`src/hdl/pcm_pkg.sv`:
```
// constants for the pll calibration and monitor control slice
// Notes on behaviour
// lock-detect disable bit clear means detection runs
// calibration clock is reference divided 2/4/8/16
// host picks divider to suit detector rate
// calibration starts on active bit rising edge
// host writes 0, transfers, writes 1, transfers
// host keeps vco divider still while calibrating
// alignment pin: none, async or sync counter reset
// reference and feedback delay fields, default zero
// status output divided by four when enabled
// reference valid above 1.02 MHz or 6 kHz
// threshold bit affects reference monitors only
`default_nettype none

package pcm_pkg;

    // ************************************************************
    // register offsets and reset values
    // ************************************************************
    localparam logic [9:0] PCM_OFS_LOCK_CAL    = 10'h018;
    localparam logic [9:0] PCM_OFS_ALIGN_DELAY = 10'h019;
    localparam logic [9:0] PCM_OFS_STAT_THRESH = 10'h01A;
    localparam logic [7:0] PCM_RST_LOCK_CAL    = 8'h06;
    localparam logic [7:0] PCM_RST_ALIGN_DELAY = 8'h00;
    localparam logic [7:0] PCM_RST_STAT_THRESH = 8'h00;

    // ************************************************************
    // field positions
    // ************************************************************
    localparam int PCM_BIT_LD_DISABLE  = 3;
    localparam int PCM_BIT_CAL_DIV_LO  = 1;
    localparam int PCM_BIT_CAL_NOW     = 0;
    localparam int PCM_BIT_ALIGN_LO    = 6;
    localparam int PCM_BIT_REF_DLY_LO  = 3;
    localparam int PCM_BIT_FB_DLY_LO   = 0;
    localparam int PCM_BIT_STAT_DIV    = 7;
    localparam int PCM_BIT_REF_THRESH  = 6;

    // alignment pin reaction codes
    typedef enum logic [1:0] {
        PCM_ALIGN_NONE  = 2'b00,
        PCM_ALIGN_ASYNC = 2'b01,
        PCM_ALIGN_SYNC  = 2'b10,
        PCM_ALIGN_NONE2 = 2'b11
    } pcm_align_t;

    // ************************************************************
    // timing
    // ************************************************************
    localparam int PCM_CLK_HZ          = 10000000;
    localparam int PCM_REF_HI_HZ       = 1020000;
    localparam int PCM_REF_LO_HZ       = 6000;
    // longest edge spacing still counted valid, rounded down
    localparam logic [10:0] PCM_REF_HI_CYC = 11'(PCM_CLK_HZ / PCM_REF_HI_HZ);
    localparam logic [10:0] PCM_REF_LO_CYC = 11'(PCM_CLK_HZ / PCM_REF_LO_HZ);

endpackage : pcm_pkg

`default_nettype wire

```
`src/hdl/pcm_ctrl.sv`:
```
// pll calibration, alignment, delay, status divider and reference monitor control
`default_nettype none

module pcm_ctrl (
    input  wire logic        clock_i,
    input  wire logic        rst_b_i,
    input  wire logic        wr_en_i,
    input  wire logic [9:0]  wr_addr_i,
    input  wire logic [7:0]  wr_data_i,
    input  wire logic        update_i,
    input  wire logic [9:0]  rd_addr_i,
    output logic      [7:0]  rd_data_o,
    input  wire logic        pll_ref_i,
    input  wire logic        first_reference_input_i,
    input  wire logic        second_reference_input_i,
    input  wire logic        align_pin_i,
    input  wire logic        status_sig_i,
    output logic             lock_detect_en_o,
    output logic             cal_clk_o,
    output logic             cal_start_o,
    output logic             counter_async_rst_o,
    output logic             counter_sync_rst_o,
    output logic      [2:0]  ref_delay_o,
    output logic      [2:0]  fb_delay_o,
    output logic             status_o,
    output logic      [1:0]  ref_valid_o
);
    import pcm_pkg::*;

    // half period of the calibration clock in reference edges
    function automatic logic [3:0] pcm_half_count(input logic [1:0] code);
        pcm_half_count = 4'(4'h1 << code);
    endfunction : pcm_half_count

    // ************************************************************
    // staged and active registers
    // ************************************************************
    logic [7:0] stg_lock_r, stg_align_r, stg_stat_r;
    logic [7:0] act_lock_r, act_align_r, act_stat_r;
    logic       cal_prev_r;

    // host writes land in the staged copy only
    always_ff @(posedge clock_i or negedge rst_b_i) begin
        if (!rst_b_i) begin
            stg_lock_r  <= PCM_RST_LOCK_CAL;
            stg_align_r <= PCM_RST_ALIGN_DELAY;
            stg_stat_r  <= PCM_RST_STAT_THRESH;
        end else if (wr_en_i) begin
            if (wr_addr_i == PCM_OFS_LOCK_CAL)    stg_lock_r  <= wr_data_i;
            if (wr_addr_i == PCM_OFS_ALIGN_DELAY) stg_align_r <= wr_data_i;
            if (wr_addr_i == PCM_OFS_STAT_THRESH) stg_stat_r  <= wr_data_i;
        end
    end

    // transfer strobe commits all staged values at once
    always_ff @(posedge clock_i or negedge rst_b_i) begin
        if (!rst_b_i) begin
            act_lock_r  <= PCM_RST_LOCK_CAL;
            act_align_r <= PCM_RST_ALIGN_DELAY;
            act_stat_r  <= PCM_RST_STAT_THRESH;
        end else if (update_i) begin
            act_lock_r  <= stg_lock_r;
            act_align_r <= stg_align_r;
            act_stat_r  <= stg_stat_r;
        end
    end

    // reads return the active copy; unmapped addresses read zero
    always_ff @(posedge clock_i or negedge rst_b_i) begin
        if (!rst_b_i) begin
            rd_data_o <= 8'h00;
        end else begin
            case (rd_addr_i)
                PCM_OFS_LOCK_CAL:    rd_data_o <= act_lock_r;
                PCM_OFS_ALIGN_DELAY: rd_data_o <= act_align_r;
                PCM_OFS_STAT_THRESH: rd_data_o <= act_stat_r;
                default:             rd_data_o <= 8'h00;
            endcase
        end
    end

    // ************************************************************
    // field outputs
    // ************************************************************
    // lock detect follows disable bit, registered with the commit so the pin
    // comes straight from a flop and moves on the same edge as the active copy
    always_ff @(posedge clock_i or negedge rst_b_i) begin
        if (!rst_b_i) begin
            lock_detect_en_o <= ~PCM_RST_LOCK_CAL[PCM_BIT_LD_DISABLE];
        end else if (update_i) begin
            lock_detect_en_o <= ~stg_lock_r[PCM_BIT_LD_DISABLE];
        end
    end
    // delay fields straight from active register
    assign ref_delay_o = act_align_r[PCM_BIT_REF_DLY_LO +: 3];
    assign fb_delay_o  = act_align_r[PCM_BIT_FB_DLY_LO +: 3];

    // start pulse on zero-to-one of active bit
    always_ff @(posedge clock_i or negedge rst_b_i) begin
        if (!rst_b_i) begin
            cal_prev_r  <= 1'b0;
            cal_start_o <= 1'b0;
        end else begin
            cal_prev_r  <= act_lock_r[PCM_BIT_CAL_NOW];
            cal_start_o <= act_lock_r[PCM_BIT_CAL_NOW] & ~cal_prev_r;
        end
    end

    // ************************************************************
    // pin synchronisers
    // ************************************************************
    // bit order: pll_ref, first_reference_input, second_reference_input, align, status
    logic [4:0] sync1_r, sync2_r, prev_r, rise;

    // the first stage feeds only the second stage
    always_ff @(posedge clock_i or negedge rst_b_i) begin
        if (!rst_b_i) begin
            sync1_r <= 5'h00;
            sync2_r <= 5'h00;
            prev_r  <= 5'h00;
        end else begin
            sync1_r <= {status_sig_i, align_pin_i, second_reference_input_i,
                        first_reference_input_i, pll_ref_i};
            sync2_r <= sync1_r;
            prev_r  <= sync2_r;
        end
    end
    assign rise = sync2_r & ~prev_r;

    // ************************************************************
    // calibration clock divider
    // ************************************************************
    // sampling limits the usable reference to below half of clock_i
    logic [3:0] cal_cnt_r;

    // toggle after half the selected ratio of edges
    always_ff @(posedge clock_i or negedge rst_b_i) begin
        if (!rst_b_i) begin
            cal_cnt_r <= 4'h0;
            cal_clk_o <= 1'b0;
        end else if (rise[0]) begin
            if (cal_cnt_r + 4'h1 >= pcm_half_count(act_lock_r[PCM_BIT_CAL_DIV_LO +: 2])) begin
                cal_cnt_r <= 4'h0;
                cal_clk_o <= ~cal_clk_o;
            end else begin
                cal_cnt_r <= cal_cnt_r + 4'h1;
            end
        end
    end

    // ************************************************************
    // alignment pin counter reset
    // ************************************************************
    pcm_align_t align_mode;
    assign align_mode = pcm_align_t'(act_align_r[PCM_BIT_ALIGN_LO +: 2]);

    // async level while pin high, sync one-cycle pulse on its edge
    always_ff @(posedge clock_i or negedge rst_b_i) begin
        if (!rst_b_i) begin
            counter_async_rst_o <= 1'b0;
            counter_sync_rst_o  <= 1'b0;
        end else begin
            case (align_mode)
                PCM_ALIGN_ASYNC: begin
                    counter_async_rst_o <= sync2_r[3];
                    counter_sync_rst_o  <= 1'b0;
                end
                PCM_ALIGN_SYNC: begin
                    counter_async_rst_o <= 1'b0;
                    counter_sync_rst_o  <= rise[3];
                end
                default: begin
                    counter_async_rst_o <= 1'b0;
                    counter_sync_rst_o  <= 1'b0;
                end
            endcase
        end
    end

    // ************************************************************
    // status output divider
    // ************************************************************
    logic       stat_half_r;
    logic       stat_div_r;

    // divide by four toggles every second rising edge
    always_ff @(posedge clock_i or negedge rst_b_i) begin
        if (!rst_b_i) begin
            stat_half_r <= 1'b0;
            stat_div_r  <= 1'b0;
            status_o    <= 1'b0;
        end else begin
            if (rise[4]) begin
                stat_half_r <= ~stat_half_r;
                if (stat_half_r) stat_div_r <= ~stat_div_r;
            end
            status_o <= act_stat_r[PCM_BIT_STAT_DIV] ? stat_div_r : sync2_r[4];
        end
    end

    // ************************************************************
    // reference frequency monitors
    // ************************************************************
    logic [10:0] mon_cnt_r [2];
    logic [10:0] mon_limit;

    // the threshold bit reaches these two monitors and no other
    // limit in cycles per selected frequency
    assign mon_limit = act_stat_r[PCM_BIT_REF_THRESH] ? PCM_REF_LO_CYC : PCM_REF_HI_CYC;

    // valid while edges come no further apart than the limit
    always_ff @(posedge clock_i or negedge rst_b_i) begin
        if (!rst_b_i) begin
            mon_cnt_r[0] <= 11'h000;
            mon_cnt_r[1] <= 11'h000;
            ref_valid_o  <= 2'b00;
        end else begin
            for (int i = 0; i < 2; i++) begin
                if (rise[i + 1]) begin
                    mon_cnt_r[i]   <= 11'h000;
                    ref_valid_o[i] <= (mon_cnt_r[i] < mon_limit);
                end else if (mon_cnt_r[i] >= mon_limit) begin
                    ref_valid_o[i] <= 1'b0; // spacing exceeded: stalled input
                end else begin
                    mon_cnt_r[i] <= mon_cnt_r[i] + 11'h001;
                end
            end
        end
    end

endmodule : pcm_ctrl

`default_nettype wire

```
`config.mk`:
```
export PLATFORM = sky130hd
export DESIGN_NAME = pcm_ctrl
export DESIGN_NICKNAME = d
export VERILOG_FILES = /design/src/hdl/pcm_pkg.sv /design/src/hdl/pcm_ctrl.sv
export SDC_FILE = /design/constraint.sdc
export NUM_CORES = 1
export LEC_CHECK = 0
export BUFFER_PORTS_ARGS = -buffer_cell sky130_fd_sc_hd__buf_2
export CORE_MARGIN = 5
export CORE_UTILIZATION = 46
export DETAILED_ROUTE_END_ITERATION = 16
export PLACE_DENSITY = 0.62
export SYNTH_ARGS = -nofsm -noshare
export SYNTH_HDL_FRONTEND = slang
export SYNTH_SLANG_ARGS = --single-unit
```
`constraint.sdc`:
```
create_clock -name clock_i -period 6.2 [get_ports clock_i]
set_input_delay 1.55 -clock clock_i [delete_from_list [all_inputs] [get_ports clock_i]]
set_output_delay 1.55 -clock clock_i [all_outputs]
set_load 0.02 [all_outputs]
```
==> results.md <==
- Share of cells above drive strength 1: 30.2%
- Total power: 1.53 mW
- Wl on met1: 4660 um
- Post-synth EDFFs: 0
- Total CTS buffers: 9
- Area of the multi-input gates: 2070 um^2
- Core area: 10,400 um^2
- Final #Nets: 518
- Clock Skew: 12.4 ps
- Total clock sinks: 108
- Area Growth Syn to Fin: 11.7%
- Clock-pin slew on the worst setup and hold paths: 100 ps
- Reg2Reg Launch Point: act_stat_r[6]
- CTS tree: done
- H-tree levels: 3
- Actual slew at the worst max-slew pin: 828 ps
- Die footprint: 12,900 um^2
- Cell count of the worst reg-to-reg path: 7
- Final Hold Viols: 0
- Clk root buf: clkbuf_8
- Sequential Power Share: 52.8%
- CP startpoint kind: input pin
- Input/output buffers: 58
- First-pass GRT wire length: 16,800 um
- Critical path data arrival time: 3110 ps
- Worst-Skew Late Latency: 370 ps
- P per Cell Area: 279 nW/um^2
- Worst R2R End: mon_cnt_r[21]
- # setup viols final: 0
- NetSw: 0.464 mW
- Synthesized cell area: 4920 um^2
- Fin crit period: 2850 ps
- Fillers: 936
- Initial antenna violation count: 0
- Ports: 59
- Leakage power: 2.69 nW
- Fin. max-slew vios: 0
- Clock Path Buffers: 2
- Critical Path Sink: stg_lock_r[0]
- Sw frac: 30.2%
- Max layer used: met4
- P_int: 1.07 mW
- Post-layout util: 53.1%
- MaxCap Viol Count: 0
- Die Wd: 113 um
- GRT Overall Usage: 16.2%
- Seq/Total Area, Yosys: 55.0%
- Hold Buf Count CTS: 0
- Largest net degree at the start of global routing: 67
- Synth cell types: 54
- Routed Antenna Nets: 0
- Pre-antenna DRT Iters: 4
- WL met2: 4380 um
- Worst IR Drop VDD: 119 uV
- Via count: 3,273
- CP Class: input pin to register
- DP Area: 5290 um^2
- Yosys reg bits: 108
- Gate power share: 17.6%
- Detailed Place HPWL: 6860 um
- FF/Latch Area: 2710 um^2
- Number of setup buffers added after CTS: 0
- Iteration-0 DRC Markers: 155
- Main synth FF type: dfrtp_1
- Hold Path Class: register to register
- WL per Instance: 15.9 um
- Peak Freq: 351 MHz
- Syn avg cell area: 12.0 um^2
- Reg-to-reg slack, setup: 3430 ps
- Post-cts repair resize count: 0
- Critical path endpoint category: register
- Drt total wl: 9620 um
- Rel. slew slack: 44.8%
- Status: finished, final reports clean
- Die Y: 113 um
- CP required: 6460 ps
- Syn Nets: 466
- Drc violations: 0
- Asr flop ratio synth: 100%
- Period utilisation layout: 46.0%
- Post-Syn Instances: 410
- Yosys warning total: 0
- WL met3: 477 um
- Hold WS: 358 ps
- Peak fanout along the critical path: 8
- Remaining Overflow, GRT: 0
- Initial Util: 47.5%
- RD Place Congestion: 0.877
- Clk pwr share: 29.6%
- Antenna cells: 0
- CP startpoint: wr_addr_i[7]
- Design area: 5500 um^2
- RSZ-0062 raised after global routing: false
- Setup TNS: 0 ps
- Vias per inst: 5.43
- Vias in the first global route: 3,371
- Std-Cell Rows: 37
==> synth_stat cells (2+ instances only) <==
cell / number / area (um^2)
xnor2_1: 6 / 52.6
nand4_1: 9 / 56.3
o211ai_1: 2 / 15.0
a31o_2: 4 / 35.0
dfstp_2: 5 / 131
or3_1: 5 / 31.3
mux2i_1: 10 / 100
mux2_2: 48 / 541
a21oi_1: 25 / 125
nand2b_1: 8 / 50.1
a211oi_1: 3 / 22.5
clkbuf_1: 7 / 26.3
a21o_1: 5 / 37.5
xor2_1: 3 / 26.3
and3_1: 4 / 25.0
buf_4: 6 / 45.0
buf_1: 2 / 7.51
nand3_1: 8 / 40.0
ha_1: 19 / 238
nand2_1: 19 / 71.3
o31ai_1: 5 / 37.5
nor4b_1: 4 / 35.0
inv_1: 10 / 37.5
or4_1: 6 / 45.0
o21ai_0: 15 / 75.1
nor3_1: 3 / 15.0
nor2_1: 33 / 124
dfrtp_1: 103 / 2580
nor2b_1: 6 / 37.5
nand4b_1: 3 / 26.3
==> power by group through the flow <==
stage	registers (mW)	logic (mW)	clock network, mW
final	0.810	0.270	0.454
after global placement	0.820	0.264	0
after CTS	0.810	0.274	0.472
after floorplan	0.816	0.204	0
after detailed placement	0.823	0.274	0
after global routing	0.819	0.307	0.506
==> metrics by stage <==
stage / worst slack [ps] / std cells
detailed placement: 2960 / 587
global route: 3210 / 603
floorplan: 3280 / 410
global placement: 3030 / 587
finish: 3350 / 603
CTS: 3360 / 603
==> cell usage in the layout (no fill, tap or decap), types with 5 or more instances in the layout <==
| cell | instances |
|---|---|
| nand2_1 | 19 |
| nand4_1 | 9 |
| inv_1 | 10 |
| nand2b_1 | 8 |
| o21ai_0 | 15 |
| nor2b_1 | 6 |
| xnor2_1 | 6 |
| buf_2 | 57 |
| dfstp_2 | 5 |
| mux2_2 | 48 |
| or4_1 | 6 |
| nand3_1 | 8 |
| a21oi_1 | 25 |
| dfrtp_1 | 103 |
| mux2i_1 | 10 |
| or3_1 | 5 |
| clkbuf_8 | 9 |
| nor2_1 | 33 |
| o31ai_1 | 5 |
| ha_1 | 19 |
| a21o_1 | 5 |
==> critical path, cell delays in order <==
cell and delay [ps]:
buf_2 100, nor4b_1 290, nand4b_1 190, nor3_2 560, mux2_2 410
==> worst min path at each step <==
stage / start / endpoint / slack (ps) / cells past startpoint
3_3_place_gp: sync1_r[4] / sync2_r[4] / 330 / 0
5_1_grt: sync1_r[0] / sync2_r[0] / 370 / 0
4_1_cts: sync1_r[1] / sync2_r[1] / 360 / 0
2_1_floorplan: sync1_r[0] / sync2_r[0] / 330 / 0
3_5_place_dp: sync1_r[1] / sync2_r[1] / 340 / 0
6_report: sync1_r[1] / sync2_r[1] / 360 / 0
==> per-layer routing <==
metal | global-route usage, % | vias to the layer above
li1 | - | 1574
met1 | 23.5 | 1611
met2 | 24.6 | 81
met3 | 3.29 | 7
met4 | 4.89 | 0
met5 | 0 | -
==> logic make-up (layout without fill, tap and decap cells) <==
logic type	Yosys count	in the layout	share of synthesized area (%)
muxes	58	58	13.0
adders and majority gates	19	19	4.83
buffers and inverters	28	85	2.97
and+or+nand+nor	122	122	13.9
xor gates and xnor gates	9	9	1.60
AOI/OAI and AO/OA	66	66	8.64
DFF	108	108	55.0
==> final cells by class <==
type	instances	area share [%]
sequential	108	49.2
clock buffer	9	2.25
clock inverter	7	1.68
tap	136	3.09
multi-input combinational	274	37.6
timing repair buffer	59	5.46
inverter	10	0.682
==> sequential cells by signal, summed over array words and instances (netlist names), 2 cells and up <==
| name | cells |
|---|---|
| act_align_r | 8 |
| prev_r | 5 |
| stg_stat_r | 8 |
| act_stat_r | 8 |
| sync1_r | 5 |
| cal_cnt_r | 4 |
| stg_lock_r | 8 |
| act_lock_r | 8 |
| mon_cnt_r | 22 |
| ref_valid_o | 2 |
| rd_data_o | 8 |
| stg_align_r | 8 |
| sync2_r | 5 |
Power figures use the tool's default switching activity.
